### config.mk
export PLATFORM = sky130hd
export DESIGN_NAME = program_sequencer
export DESIGN_NICKNAME = d
export VERILOG_FILES = /design/src/program_sequencer.v
export VERILOG_INCLUDE_DIRS = /design/src
export SDC_FILE = /design/constraint.sdc
export NUM_CORES = 1
export LEC_CHECK = 0
export BUFFER_PORTS_ARGS = -buffer_cell sky130_fd_sc_hd__buf_2
export CORE_MARGIN = 2
export CORE_UTILIZATION = 50
export DETAILED_ROUTE_END_ITERATION = 16
export GPL_TIMING_DRIVEN = 0
export HOLD_SLACK_MARGIN = 0.15
export PLACE_DENSITY_LB_ADDON = 0.1
export RECOVER_POWER = 50
export SKIP_LAST_GASP = 1
export SLEW_MARGIN = 0
export SYNTH_ARGS = -nofsm -noshare
export SYNTH_HDL_FRONTEND = slang
export SYNTH_SLANG_ARGS = --single-unit
### constraint.sdc
create_clock -name sys_clk -period 11.14 [get_ports sys_clk]
set_input_delay 2.228 -clock sys_clk [delete_from_list [all_inputs] [get_ports sys_clk]]
set_output_delay 2.228 -clock sys_clk [all_outputs]
set_load 0.01 [all_outputs]
### src/seq_consts.vh
// constants for the program sequencer: offsets, fields, resets, vectors
`ifndef SEQ_CONSTS_VH
`define SEQ_CONSTS_VH

`define REG_ADDR_W      8
`define OFS_PC_LOW      8'h02
`define OFS_INTC        8'h0b

`define PC_LOW_RST      8'h00
`define INTC_RST        7'h00
`define RDATA_RST       8'h00

`define INTC_GIE        0
`define INTC_EXT_EN     1
`define INTC_TMR_EN     2
`define INTC_ADC_EN     3
`define INTC_EXT_REQ    4
`define INTC_TMR_REQ    5
`define INTC_ADC_REQ    6

`define VEC_RESET       12'h000
`define VEC_EXT         12'h004
`define VEC_TMR         12'h008
`define VEC_ADC         12'h00c

`define PHASE_COUNT     4

`endif
### src/program_sequencer.v
// program sequencer: phase clocks, fetch/execute pipeline, pc and stack
`timescale 1ns/1ps
`include "seq_consts.vh"

module program_sequencer #(
    parameter PCW   = 12,
    parameter IW    = 15,
    parameter DEPTH = 6,
    parameter SPW   = 3
) (
    input  wire                   sys_clk,
    input  wire                   nrst,
    input  wire [`REG_ADDR_W-1:0] reg_addr,
    input  wire [7:0]             reg_wdata,
    input  wire                   reg_wr,
    input  wire                   reg_rd,
    output reg  [7:0]             reg_rdata,
    output reg  [PCW-1:0]         pmem_addr,
    input  wire [IW-1:0]          pmem_data,
    output reg  [IW-1:0]          instr_word,
    output reg                    exec_strobe,
    output reg                    exec_dummy,
    input  wire                   dec_jump,
    input  wire                   dec_call,
    input  wire                   dec_ret,
    input  wire                   dec_interrupt_return_instr,
    input  wire                   dec_skip,
    input  wire [PCW-1:0]         dec_target,
    input  wire                   ext_int_n,
    input  wire                   timer_ovf,
    input  wire                   adc_done,
    input  wire                   rc_osc_sel,
    output reg  [3:0]             phase_clocks,
    output reg                    oscillator_out_pin,
    output reg                    oscillator_out_oe,
    output reg                    int_ack
);

    // one-hot phase codes; one ring pass is one instruction cycle
    localparam [3:0] PH_FETCH  = 4'h1;
    localparam [3:0] PH_DECODE = 4'h2;
    localparam [3:0] PH_EXEC   = 4'h4;
    localparam [3:0] PH_WRITE  = 4'h8;

    // depth cut to index width on purpose; DEPTH-1 must fit in SPW bits
    localparam integer   LAST_I   = DEPTH - 1;
    localparam integer   FULL_I   = DEPTH;
    localparam [SPW-1:0] IDX_LAST = LAST_I[SPW-1:0];
    localparam [SPW:0]   CNT_FULL = FULL_I[SPW:0];

    // vectors are 12-bit; narrower counters drop the unused top bits
    localparam [11:0] VEC_RESET_F = `VEC_RESET;
    localparam [11:0] VEC_EXT_F   = `VEC_EXT;
    localparam [11:0] VEC_TMR_F   = `VEC_TMR;
    localparam [11:0] VEC_ADC_F   = `VEC_ADC;

    reg  [3:0]     phase_reg;
    reg  [3:0]     phase_next;
    reg  [PCW-1:0] pc_reg;
    reg  [PCW-1:0] pc_next;
    reg  [IW-1:0]  fetch_reg;
    reg            dummy_reg;
    reg            flush_next;
    reg            push_next;
    reg            pop_next;
    reg            ack_next;
    reg  [PCW-1:0] stack_mem [0:DEPTH-1];
    // index wraps on overflow, count saturates at the depth
    reg  [SPW-1:0] idx_reg;
    reg  [SPW:0]   cnt_reg;
    reg            low_pend_reg;
    reg  [7:0]     low_val_reg;
    reg  [6:0]     intc_reg;
    reg            ext_s1;
    reg            ext_s2;
    reg            ext_s3;
    reg            rc_s1;
    reg            rc_s2;

    wire           cyc_end;
    wire           exec_live;
    wire           stack_full;
    wire [SPW-1:0] idx_top;
    wire           ext_fall;
    wire           ext_pend;
    wire           tmr_pend;
    wire           adc_pend;
    wire           int_take;
    wire [PCW-1:0] pc_page;
    wire           wr_intc;

    // phase ring; the instruction rate is the one-cycle cyc_end enable
    always @* begin
        case (phase_reg)
            PH_FETCH:  phase_next = PH_DECODE;
            PH_DECODE: phase_next = PH_EXEC;
            PH_EXEC:   phase_next = PH_WRITE;
            PH_WRITE:  phase_next = PH_FETCH;
            // an upset code restarts the ring at fetch
            default:   phase_next = PH_FETCH;
        endcase
    end

    always @(posedge sys_clk) begin
        if (!nrst) begin
            phase_reg <= PH_FETCH;
            phase_clocks <= PH_FETCH;
        end else begin
            phase_reg <= phase_next;
            phase_clocks <= phase_next;
        end
    end

    // last phase: every pc, stack and instr_word change lands on this edge; fetch_reg loads at the end of the first phase
    assign cyc_end = (phase_reg == PH_WRITE);

    // pin inputs pass two flops; third flop only feeds the edge detector
    always @(posedge sys_clk) begin
        if (!nrst) begin
            ext_s1 <= 1'b1;
            ext_s2 <= 1'b1;
            ext_s3 <= 1'b1;
            rc_s1 <= 1'b0;
            rc_s2 <= 1'b0;
        end else begin
            ext_s1 <= ext_int_n;
            ext_s2 <= ext_s1;
            ext_s3 <= ext_s2;
            rc_s1 <= rc_osc_sel;
            rc_s2 <= rc_s1;
        end
    end

    assign ext_fall = ext_s3 & ~ext_s2;

    // rc option: pin high through the first phase only, 1:3 duty
    always @(posedge sys_clk) begin
        if (!nrst) begin
            oscillator_out_pin <= 1'b0;
            oscillator_out_oe <= 1'b0;
        end else begin
            oscillator_out_pin <= rc_s2 & cyc_end;
            oscillator_out_oe <= rc_s2;
        end
    end

    assign exec_live = ~dummy_reg;
    assign stack_full = (cnt_reg == CNT_FULL);
    // entry below the index; wraps so a pop after overflow stays in range
    assign idx_top = (idx_reg == {SPW{1'b0}}) ? IDX_LAST : idx_reg - 1'b1;
    // page jump keeps the upper counter bits of the current fetch address
    assign pc_page = {pc_reg[PCW-1:8], low_val_reg};

    assign ext_pend = intc_reg[`INTC_EXT_REQ] & intc_reg[`INTC_EXT_EN];
    assign tmr_pend = intc_reg[`INTC_TMR_REQ] & intc_reg[`INTC_TMR_EN];
    assign adc_pend = intc_reg[`INTC_ADC_REQ] & intc_reg[`INTC_ADC_EN];

    // acknowledge only between real, non-branching instructions
    assign int_take = intc_reg[`INTC_GIE] & (ext_pend | tmr_pend | adc_pend)
                      & ~stack_full & exec_live
                      & ~(dec_jump | dec_call | dec_ret | dec_interrupt_return_instr)
                      & ~dec_skip & ~low_pend_reg;

    // next fetch address chosen at the end of each instruction cycle
    always @* begin
        pc_next = pc_reg + 1'b1;
        flush_next = 1'b0;
        push_next = 1'b0;
        pop_next = 1'b0;
        ack_next = 1'b0;
        if (exec_live && (dec_ret || dec_interrupt_return_instr)) begin
            // popping an empty stack returns stale data by design
            pc_next = stack_mem[idx_top];
            flush_next = 1'b1;
            pop_next = 1'b1;
        end else if (exec_live && (dec_jump || dec_call)) begin
            pc_next = dec_target;
            flush_next = 1'b1;
            push_next = dec_call;
        end else if (low_pend_reg) begin
            // applied even in a dummy cycle; only a live jump, call or return in the same cycle drops the write
            pc_next = pc_page;
            flush_next = 1'b1;
        end else if (exec_live && dec_skip) begin
            flush_next = 1'b1;
        end else if (int_take) begin
            flush_next = 1'b1;
            push_next = 1'b1;
            ack_next = 1'b1;
            // fixed priority: external, then timer, then converter
            if (ext_pend)
                pc_next = VEC_EXT_F[PCW-1:0];
            else if (tmr_pend)
                pc_next = VEC_TMR_F[PCW-1:0];
            else
                pc_next = VEC_ADC_F[PCW-1:0];
        end
    end

    // pc_reg is the fetch address; a skip keeps pc+1 and discards one word
    always @(posedge sys_clk) begin
        if (!nrst) begin
            pc_reg <= VEC_RESET_F[PCW-1:0];
            pmem_addr <= VEC_RESET_F[PCW-1:0];
            // first cycle after reset is a dummy: nothing fetched yet
            dummy_reg <= 1'b1;
            fetch_reg <= {IW{1'b0}};
            instr_word <= {IW{1'b0}};
            exec_dummy <= 1'b1;
            int_ack <= 1'b0;
        end else begin
            int_ack <= 1'b0;
            // memory has the whole first phase to answer the address
            if (phase_reg == PH_FETCH)
                fetch_reg <= pmem_data;
            if (cyc_end) begin
                pc_reg <= pc_next;
                pmem_addr <= pc_next;
                instr_word <= fetch_reg;
                dummy_reg <= flush_next;
                exec_dummy <= flush_next;
                int_ack <= ack_next;
            end
        end
    end

    // decode gets one strobe in the second phase of each real cycle
    always @(posedge sys_clk) begin
        if (!nrst)
            exec_strobe <= 1'b0;
        else
            exec_strobe <= (phase_reg == PH_FETCH) & exec_live;
    end

    // return stack: overflow wraps and overwrites the oldest entry
    // entries carry no reset; the count alone says what is valid
    // pc_reg is already the next address, so no adder is needed here
    always @(posedge sys_clk) begin
        if (!nrst) begin
            idx_reg <= {SPW{1'b0}};
            cnt_reg <= {(SPW+1){1'b0}};
        end else if (cyc_end && push_next) begin
            stack_mem[idx_reg] <= pc_reg;
            idx_reg <= (idx_reg == IDX_LAST) ? {SPW{1'b0}}
                                             : idx_reg + 1'b1;
            if (!stack_full)
                cnt_reg <= cnt_reg + 1'b1;
        end else if (cyc_end && pop_next) begin
            idx_reg <= idx_top;
            if (cnt_reg != {(SPW+1){1'b0}})
                cnt_reg <= cnt_reg - 1'b1;
        end
    end

    // software writes of the low byte wait for the next cycle boundary
    // a write on the boundary edge itself waits one more cycle, so the
    // pending flag must win over the clear
    always @(posedge sys_clk) begin
        if (!nrst) begin
            low_pend_reg <= 1'b0;
            low_val_reg <= `PC_LOW_RST;
        end else if (reg_wr && reg_addr == `OFS_PC_LOW) begin
            low_pend_reg <= 1'b1;
            low_val_reg <= reg_wdata;
        end else if (cyc_end) begin
            low_pend_reg <= 1'b0;
        end
    end

    assign wr_intc = reg_wr && (reg_addr == `OFS_INTC);

    // request flags: hardware set wins over a software clear
    always @(posedge sys_clk) begin
        if (!nrst) begin
            intc_reg <= `INTC_RST;
        end else begin
            if (wr_intc) begin
                intc_reg[3:0] <= reg_wdata[3:0];
                intc_reg[6:4] <= intc_reg[6:4] & reg_wdata[6:4];
            end
            if (cyc_end && ack_next) begin
                intc_reg[`INTC_GIE] <= 1'b0;
                if (ext_pend)
                    intc_reg[`INTC_EXT_REQ] <= 1'b0;
                else if (tmr_pend)
                    intc_reg[`INTC_TMR_REQ] <= 1'b0;
                else
                    intc_reg[`INTC_ADC_REQ] <= 1'b0;
            end
            if (cyc_end && exec_live && dec_interrupt_return_instr)
                intc_reg[`INTC_GIE] <= 1'b1;
            if (ext_fall)
                intc_reg[`INTC_EXT_REQ] <= 1'b1;
            if (timer_ovf)
                intc_reg[`INTC_TMR_REQ] <= 1'b1;
            if (adc_done)
                intc_reg[`INTC_ADC_REQ] <= 1'b1;
        end
    end

    // read data in the cycle after the strobe; stack is not mapped
    // data drops back to zero so a stale read cannot be mistaken
    always @(posedge sys_clk) begin
        if (!nrst) begin
            reg_rdata <= `RDATA_RST;
        end else if (reg_rd) begin
            case (reg_addr)
                // the fetch address, one ahead of the executing word
                `OFS_PC_LOW: reg_rdata <= pc_reg[7:0];
                `OFS_INTC: reg_rdata <= {1'b0, intc_reg};
                default:   reg_rdata <= 8'h00;
            endcase
        end else begin
            reg_rdata <= 8'h00;
        end
    end

endmodule

==> results.toml, run 1 <==
[critical_path]
path_class = "in -> reg"
rr_worst_depth = 10
reg2reg_slack_ps = 7380
critPathRequiredTime_ps = 11480
cp-startpoint = "dec_call"
crit_path_max_fanout = 9
cp.arrival_ps = 5030
regToRegEndpoint = "pc_reg[4]$_SDFFE_PN0N_"
timing.rr.start = "idx_reg[0]$_SDFFE_PN0P_"
cp-start-kind = "input port"
endpoint_kind = "register"
crit_path_end = "cnt_reg[3]$_SDFFE_PN0P_"

[sta]
final.min_clock_period_ps = 4684
drv_slew = 0
timing.setup.tns_ps = 0
worst_slew_pin_slew_ps = 1212
rsz0062_at_grt = "false"
max_freq_mhz = 213.5
finalHoldViolations = 0
worst_clock_skew_ps = 9.551
finalSetupViolations = 0
slew_headroom = 0.1847
min_period_over_period = 0.4205

[layout]
fin_nets = 822
syn2layout_area_growth_pct = 18.74
seqCellArea_um2 = 3904
stdcell_count = 950
fill_cells = 1119
final_layout_size_suffix_gt1_frac = 0.1718
largest_register_ff_count = 72
diodes = 0
multi_input_area_um2 = 2780

[synth]
ys_ff_latch = 159
synth-edff-count = 72
synthXorXnorAreaFrac = 0.01153
synth_top_cell_by_area = "edfxtp_1"
syn-cell-area_um2 = 6835
synth.avg_cell_area_um2 = 10.70
ys_warn_count = 0
synth.area.top_cells = "edfxtp_1 32%, dfxtp_1 25%, nand2_1 5.4%"
synthArstFlopShare = 0
synth_top_family_by_area = "simple AND/OR/NAND/NOR gates"
syn-num-nets = 700
synthCells = 639
synth_compound_area_frac = 0.1296
synthAdderAreaFrac = 0.01025
synth_ff_type = "dfxtp_1"
seq_area_frac_synth = 0.5711
yosysUniqueCellTypes = 72
synth_top_area_share = 0.3163
synth.area.mux_share = 0.07340
synth_simple_gate_area_frac = 0.1807

[global_routing]
grt_max_degree = 17
antenna_found_initial = 0
grt_usage = 0.2507
grt_pass1_wl_mm = 27.67
grt_pass1_vias = 5241
overflow = 0

[clock_network]
post_cts_buffers = 0
clk_pin_slew_worst_paths_ps = 60
insertion_delay_ps = 430
cts_root_buf = "clkbuf_16"
cts_tree = "yes"
numClockSinks = 159
postCtsHoldBufs = 0
cts.repair.resized = 0
cts.htree.levels = 4
cts_inserted_buffers = 17
cts_buffer_depth = 2

[detailed_routing]
vias_per_cell = 5.743
drtPass1Iterations = 5
drc_errors = 0
drt_wl_total_mm = 17.49
drtAntennaViolNets = 0
drt_iter0_markers = 487
dr_total_vias = 5456
wl_per_cell_um = 18.41

[pwr]
power_per_cell_area_nw_per_um2 = 152.8
peakVddDrop_v = 0.00009460
cellLeakagePower_nw = 2.766
total_power_w = 0.001240

[min_path]
min_path_cells = 1
hp-class = "reg -> reg"

[die]
core_um2 = 13300
die_w_um = 120.9
chipHeight_um = 120.9
initial_core_util = 0.5141
die-area_um2 = 14620
io_pins = 100
rows = 42

[outcome]
outcome = "completed"

[job]
max-cap-violations = 0

[place]
port_buffers = 99
place_inst = 918
gp_congestion = 0.8360
hpwl_mm = 12.53
==> cell usage after synthesis (5+ instances only) <==
master and n:
nor3_1 9, mux2i_1 37, buf_2 5, nand3_1 38, dfxtp_1 87, edfxtp_1 72
and2_1 8, clkbuf_1 26, mux2_2 7, inv_1 8, o21bai_1 5, a21oi_1 63
o21ai_0 13, a31oi_1 5, nor2b_1 5, xnor2_1 5, a22oi_1 9, nand2_1 99
nor2_1 31, nand2b_1 7, nand4_1 5, a211oi_1 5
==> cell usage in the layout, fill, tap and decap left out, types with 6 or more instances in the layout <==
master	n
a22oi_1	9
buf_2	69
nand2b_1	7
mux2i_1	37
clkbuf_1	63
dfxtp_1	87
and2_1	6
nand3_1	38
clkbuf_16	17
mux2_2	7
edfxtp_1	72
inv_1	8
nor2_1	31
nor3_1	9
o21ai_0	13
nand2_1	99
a21oi_1	63
==> routing by layer <==
| layer | share of wire | global-route usage | vias up |
|---|---|---|---|
| met5 | 0 | 0 | - |
| met4 | 0.025 | 0.1054 | 0 |
| met3 | 0.060 | 0.05639 | 37 |
| met2 | 0.46 | 0.3855 | 201 |
| met1 | 0.46 | 0.3425 | 2606 |
| li1 | - | - | 2612 |
==> worst max-delay path, cell delays in order <==
cell,delay [ps]
buf_2,140
or4b_4,540
nor4_4,590
a21o_4,240
inv_2,100
ha_1,340
nand3_1,110
a21oi_1,200
nand3_1,130
and3b_1,220
nor3_1,170
==> cell type report <==
| cell class | instances | area share |
|---|---|---|
| flip-flops and latches | 159 | 0.4810 |
| multi-input cells | 439 | 0.3425 |
| repair buffers | 103 | 0.06027 |
| clock buffers | 22 | 0.05842 |
| well taps | 176 | 0.02713 |
| plain buffers | 32 | 0.01557 |
| clock inverters | 10 | 0.01094 |
| inverters | 9 | 0.004162 |
==> worst min path at each step <==
stage,from,endpoint,slack (ps)
2_1_floorplan,ext_s1$_SDFF_PN1_,ext_s2$_SDFF_PN1_,390
3_3_place_gp,ext_s1$_SDFF_PN1_,ext_s2$_SDFF_PN1_,390
3_5_place_dp,ext_s1$_SDFF_PN1_,ext_s2$_SDFF_PN1_,400
4_1_cts,ext_s1$_SDFF_PN1_,ext_s2$_SDFF_PN1_,410
5_1_grt,ext_s1$_SDFF_PN1_,ext_s2$_SDFF_PN1_,420
6_report,ext_s1$_SDFF_PN1_,ext_s2$_SDFF_PN1_,410
==> cells by family (layout without fill, tap and decap cells) <==
family	after synthesis	in the layout
AOI/OAI and AO/OA	138	138
adders and majority gates	5	5
xor gates and xnor gates	9	9
buffers and inverters	41	176
and+or+nand+nor	240	240
muxes	47	47
DFF	159	159
==> per-stage QoR <==
stage / cell area, um2 / hold WS, ps / utilization / worst slack [ps]
CTS: 8172 / 414.0 / 0.6146 / 6526
detailed placement: 7609 / 398.6 / 0.5723 / 6084
global route: 8117 / 425.0 / 0.6105 / 6334
finish: 8117 / 413.5 / 0.6105 / 6456
floorplan: 6835 / 386.3 / - / 6008
global placement: 7551 / 394.6 / 0.5679 / 4403
==> power breakdown <==
part | total [W] | internal (W) | switching, W
registers | 0.000627 | 0.000618 | 0.00000902
clock network | 0.000553 | 0.000324 | 0.000229
logic | 0.0000605 | 0.0000226 | 0.0000379
total | 0.00124 | 0.000964 | 0.000276
Power figures use the tool's default switching activity.
==> run 2: changes to the inputs <==
--- a/config.mk
+++ b/config.mk
@@ -6,6 +6,7 @@
 export SDC_FILE = /design/constraint.sdc
 export NUM_CORES = 1
 export LEC_CHECK = 0
+export ABC_AREA = 1
 export BUFFER_PORTS_ARGS = -buffer_cell sky130_fd_sc_hd__buf_2
 export CORE_MARGIN = 2
 export CORE_UTILIZATION = 50
==> constraint.sdc (replaced) <==
create_clock -name sys_clk -period 4.26 [get_ports sys_clk]
set_input_delay 0.852 -clock sys_clk [delete_from_list [all_inputs] [get_ports sys_clk]]
set_output_delay 0.852 -clock sys_clk [all_outputs]
set_load 0.01 [all_outputs]
==> run 2 against run 1 <==
Against the previous run:
- sequential share of layout area is 0.78 points lower
- synthesized cell count rose by 27%
- critical path depth is 7 higher
- core utilization grew 0.76 points
- sequential power rose to 2.6 times the previous value
- clock power grew to 3.0 times the previous value
- total power rose to 2.8 times the previous value
- global-route usage down 0.34 points
- sequential cell count unchanged
- final area is 1.6% higher
- critical endpoint unchanged
- largest cell class unchanged
- highest routed layer unchanged
==> results.toml, run 2 <==
[synth]
synth.area.top_cells = "edfxtp_1 31%, dfxtp_1 25%, nand2_1 11%"
syn-cell-area_um2 = 6902
ys_warn_count = 0
syn-num-nets = 874
synth_common_cells = "196 x nand2_1, 108 x nor2_1, 87 x dfxtp_1"
ys_ff_latch = 159
synth.avg_cell_area_um2 = 8.489
synth-edff-count = 72
synthCells = 813
synthArstFlopShare = 0
synth_top_area_share = 0.3133
synth_ff_type = "dfxtp_1"
yosysUniqueCellTypes = 40
seq_area_frac_synth = 0.5656
synth_most_common_cell = "nand2_1"
synth_top_cell_by_area = "edfxtp_1"

[pwr]
total_power_w = 0.003472
peakVddDrop_v = 0.0003102
power_per_cell_area_nw_per_um2 = 420.9
cellLeakagePower_nw = 3.430

[layout]
final_cell_mix = "196 x nand2_1, 110 x nor2_1, 87 x dfxtp_1, 78 x buf_2, 78 x nand3_1"
diodes = 0
fin_nets = 995
largest_register_ff_count = 72
seqCellArea_um2 = 3904
multi_input_area_um2 = 2613
final_layout_size_suffix_gt1_frac = 0.1468
final_common_cell = "nand2_1"
syn2layout_area_growth_pct = 19.54
fill_cells = 1171

[sta]
min_period_over_period = 0.7017
final.min_clock_period_ps = 2989
rsz0062_at_grt = "false"
timing.setup.tns_ps = 0
drv_slew = 0
slew_headroom = 0.2142
finalSetupViolations = 0
worst_clock_skew_ps = 7.936
max_freq_mhz = 334.5
worst_slew_pin_slew_ps = 1168
finalHoldViolations = 0

[critical_path]
crit_path_max_fanout = 9
reg2reg_slack_ps = 1310
rr_worst_depth = 16
endpoint_kind = "register"
path_class = "in -> reg"
critPathRequiredTime_ps = 4580
timing.rr.start = "cnt_reg[0]$_SDFFE_PN0P_"
regToRegEndpoint = "cnt_reg[3]$_SDFFE_PN0P_"
cp-start-kind = "input port"
cp.arrival_ps = 3310

[place]
port_buffers = 99
hpwl_mm = 12.57
gp_congestion = 0.9060

[clock_network]
postCtsHoldBufs = 0
insertion_delay_ps = 430
post_cts_buffers = 0
cts_root_buf = "clkbuf_16"
cts_inserted_buffers = 17
numClockSinks = 159
cts_tree = "yes"
clk_pin_slew_worst_paths_ps = 60
cts.htree.levels = 4
cts_buffer_depth = 2
cts.repair.resized = 0

[die]
io_pins = 100
core_um2 = 13350
die-area_um2 = 14760
rows = 42
die_w_um = 121.5
chipHeight_um = 121.5
initial_core_util = 0.5171

[outcome]
outcome = "completed"

[min_path]
hp-class = "reg -> reg"
worstHoldStart = "rc_s1$_SDFF_PN0_"
min_path_cells = 2
min_to = "rc_s2$_SDFF_PN0_"

[detailed_routing]
drt_iter0_markers = 381
drc_errors = 0
wl_per_cell_um = 15.30
vias_per_cell = 5.256
dr_total_vias = 5902
drtAntennaViolNets = 0
drt_wl_total_mm = 17.18
drtPass1Iterations = 7

[job]
max-cap-violations = 0

[global_routing]
overflow = 0
grt_max_degree = 17
grt_pass1_wl_mm = 28.15
grt_pass1_vias = 5768
antenna_found_initial = 0
grt_usage = 0.2473
## run 2: cell types whose count changed in the layout (fill, tap and decap cells not counted), moves of 7 or more
cell	previous run	this run
nand2_1	99	196
nor2_1	31	110
inv_1	8	59
nand3_1	38	78
o21ai_0	13	52
mux2i_1	37	0
clkbuf_1	63	50
a21oi_1	63	53
a22oi_1	9	0
buf_2	69	78
mux2_2	7	0
nand2b_1	7	0
## run 2: metal layers
metal  up-vias  routed length [um]  track usage
met5         -                   0            0
met4         0                 367      0.09770
met3        29                1219      0.05921
met2       209                7921       0.3919
met1      2715                7668       0.3280
li1       2949                   -            -
## run 2: kinds of logic after synthesis
logic type      count (synthesis)  synth area share
fa+ha+maj                       5           0.01015
simple gates                  419            0.2634
xor+xnor                        5          0.006346
flops                         159            0.5656
compound gates                128           0.09880
buf+inv                        97           0.05566
## run 2: stage by stage
| step | setup slack, ps | hold slack (ps) | cell area, um2 | util | cells |
|---|---|---|---|---|---|
| floorplan | 1337 | 390.5 | 6902 | - | 813 |
| global placement | 531.5 | 400.1 | 7617 | 0.5707 | 1088 |
| detailed placement | 743.7 | 401.0 | 7662 | 0.5741 | 1091 |
| CTS | 1193 | 410.2 | 8305 | 0.6222 | 1123 |
| global route | 952.7 | 444.6 | 8250 | 0.6181 | 1123 |
| finish | 1271 | 409.7 | 8250 | 0.6181 | 1123 |
## run 2: critical path, stage by stage
cell	delay, ps
buf_2	90
inv_1	80
nand2_2	100
nor2_1	100
nand2_1	60
nor2_1	320
nand2_2	190
nand2_4	170
inv_1	170
ha_1	360
nand2_1	80
nor2_1	40
a211oi_1	300
nand3_1	120
nand2_1	110
nand3_1	70
nand2_1	60
nor2_1	40
## run 2: worst max-delay path by stage
stage / from / end / slack, ps
finish: dec_jump / cnt_reg[3]$_SDFFE_PN0P_ / 1270
global route: dec_call / cnt_reg[3]$_SDFFE_PN0P_ / 950
CTS: dec_call / stack_mem[3][0]$_DFFE_PP_ / 1190
detailed placement: dec_call / stack_mem[3][9]$_DFFE_PP_ / 740
global placement: dec_call / stack_mem[5][8]$_DFFE_PP_ / 530
floorplan: dec_jump / stack_mem[1][0]$_DFFE_PP_ / 1340
## run 2: power breakdown
group | internal (W) | total [W] | switching, W
registers | 0.00163 | 0.00165 | 0.0000243
clock network | 0.00104 | 0.00165 | 0.000611
logic | 0.0000608 | 0.000172 | 0.000111
## run 2: area by class of cell
class	count	share of cell area
Clock buffer	18	0.05202
Buffer	32	0.01668
Sequential cell	159	0.4732
Multi-Input combinational cell	557	0.3167
Inverter	65	0.02957
Clock inverter	14	0.02593
Timing Repair Buffer	102	0.05930
Tap cell	176	0.02669
==> run 3: changes to the inputs <==
==> constraint.sdc (replaced) <==
create_clock -name sys_clk -period 2.74 [get_ports sys_clk]
set_input_delay 0.548 -clock sys_clk [delete_from_list [all_inputs] [get_ports sys_clk]]
set_output_delay 0.548 -clock sys_clk [all_outputs]
set_load 0.01 [all_outputs]
==> run 3 against run 2 <==
Against the previous run:
- combinational power up 58%
- first-iteration DRC count up 13%
- sequential cell count unchanged
- critical path depth down 2
==> results.toml, run 3 (synthesized netlist as in run 2, its figures left out) <==
[detailed_routing]
vias_per_cell = 5.241
drt_wl_total_mm = 17.27
drc_errors = 0
drt_iter0_markers = 430
dr_total_vias = 5886
drtAntennaViolNets = 0
wl_per_cell_um = 15.38
drtPass1Iterations = 7

[place]
port_buffers = 99
gp_congestion = 0.9060
place_area_um2 = 7662
hpwl_mm = 12.57

[critical_path]
cp.arrival_ps = 2960
timing.rr.start = "cnt_reg[0]$_SDFFE_PN0P_"
critPathRequiredTime_ps = 3060
crit_path_max_fanout = 9
endpoint_kind = "register"
crit_path_end = "cnt_reg[3]$_SDFFE_PN0P_"
rr_worst_depth = 16
reg2reg_slack_ps = 100
cp-start-kind = "register"
regToRegEndpoint = "cnt_reg[3]$_SDFFE_PN0P_"
cp-startpoint = "cnt_reg[0]$_SDFFE_PN0P_"
path_class = "reg -> reg"

[global_routing]
grt_pass1_wl_mm = 28.16
grt_pass1_vias = 5770
grt_max_degree = 17
grt_usage = 0.2474
overflow = 0
antenna_found_initial = 0

[pwr]
intPower_w = 0.004240
switching_share = 0.2172
total_power_w = 0.005417
p_sw_w = 0.001176
power_per_cell_area_nw_per_um2 = 650.4
p_clk_frac = 0.476
peakVddDrop_v = 0.0004885
power_frac_comb = 0.050
seqPwrFrac = 0.474
cellLeakagePower_nw = 3.557

[sta]
drv_slew = 0
slew_headroom = 0.4298
min_period_over_period = 0.9619
finalSetupViolations = 0
worst_clock_skew_ps = 7.253
max_freq_mhz = 379.4
worst_slew_pin_slew_ps = 849.0
timing.setup.tns_ps = 0
rsz0062_at_grt = "true"
finalHoldViolations = 0
final.min_clock_period_ps = 2635

[job]
max-cap-violations = 0

[layout]
fin_nets = 995
final_cell_mix = "196 x nand2_1, 108 x buf_2, 106 x nor2_1, 87 x dfxtp_1, 78 x nand3_1"
multi_input_area_um2 = 2653
final_area_um2 = 8328
diodes = 0
largest_register_ff_count = 72
fill_cells = 1147
final_layout_size_suffix_gt1_frac = 0.1859
syn2layout_area_growth_pct = 20.67
seqCellArea_um2 = 3904
final_common_cell = "nand2_1"

[min_path]
hp-class = "in -> reg"

[clock_network]
insertion_delay_ps = 430
cts.htree.levels = 4
clk_pin_slew_worst_paths_ps = 60
cts_tree = "yes"
numClockSinks = 159
cts_buffer_depth = 2
postCtsHoldBufs = 0
cts_inserted_buffers = 17
cts.repair.resized = 2
post_cts_buffers = 0
cts_root_buf = "clkbuf_16"

[die]
chipHeight_um = 121.5
rows = 42
die-area_um2 = 14760
die_w_um = 121.5
io_pins = 100
core_um2 = 13350
initial_core_util = 0.5171

[outcome]
outcome = "completed"
==> run 3: through the flow <==
step           setup slack [ps]    util  hold slack [ps]  instances
2_1_floorplan             121.1       -            390.5        813
3_3_place_gp             -684.5  0.5707            400.1       1088
3_5_place_dp             -472.3  0.5741            401.0       1091
4_1_cts                   13.58  0.6233            301.9       1123
5_1_grt                  -133.4  0.6239            315.3       1123
6_report                  104.5  0.6239            311.1       1123
==> run 3: worst min-delay path by stage <==
stage	startpoint	end	slack [ps]	cells after the start
floorplan	rc_s1$_SDFF_PN0_	rc_s2$_SDFF_PN0_	390	2
global placement	ext_s1$_SDFF_PN1_	ext_s2$_SDFF_PN1_	400	1
detailed placement	rc_s1$_SDFF_PN0_	rc_s2$_SDFF_PN0_	400	2
CTS	rc_osc_sel	rc_s1$_SDFF_PN0_	300	3
global route	ext_int_n	ext_s1$_SDFF_PN1_	320	2
finish	rc_osc_sel	rc_s1$_SDFF_PN0_	310	3
==> run 3: critical path, cell delays in order (launching register included) <==
cell and delay (ps):
dfxtp_1 410, nor2_1 80, nand2_1 180, nand2_1 140, nor2_4 200, nand2_2 140, nand2_4 150, inv_1 170
ha_1 370, nand2_1 80, nor2_1 50, a211oi_2 190, nand3_1 100, nand2_1 100, nand3_1 70, nand2_1 60
nor2_1 30
==> run 3: area by class of cell <==
type,instances,area share
Timing Repair Buffer,102,0.06295
Clock inverter,14,0.02569
Multi-Input combinational cell,557,0.3185
Tap cell,176,0.02644
Inverter,65,0.02930
Sequential cell,159,0.4687
Buffer,32,0.01683
Clock buffer,18,0.05153
==> run 3: power by group through the flow <==
stage	clock network (W)	registers, W	logic (W)
final	0.00258	0.00257	0.000272
after global routing	0.00270	0.00257	0.000310
after CTS	0.00259	0.00256	0.000274
after detailed placement	0	0.00261	0.000271
after global placement	0	0.00261	0.000264
after floorplan	0	0.00261	0.000162
==> run 3: layer usage <==
| metal | vias up | global-route usage | wire length (um) |
|---|---|---|---|
| li1 | 2949 | - | - |
| met1 | 2699 | 0.3283 | 7693 |
| met2 | 208 | 0.3919 | 7960 |
| met3 | 30 | 0.05921 | 1233 |
| met4 | 0 | 0.09770 | 381 |
| met5 | - | 0 | 0 |
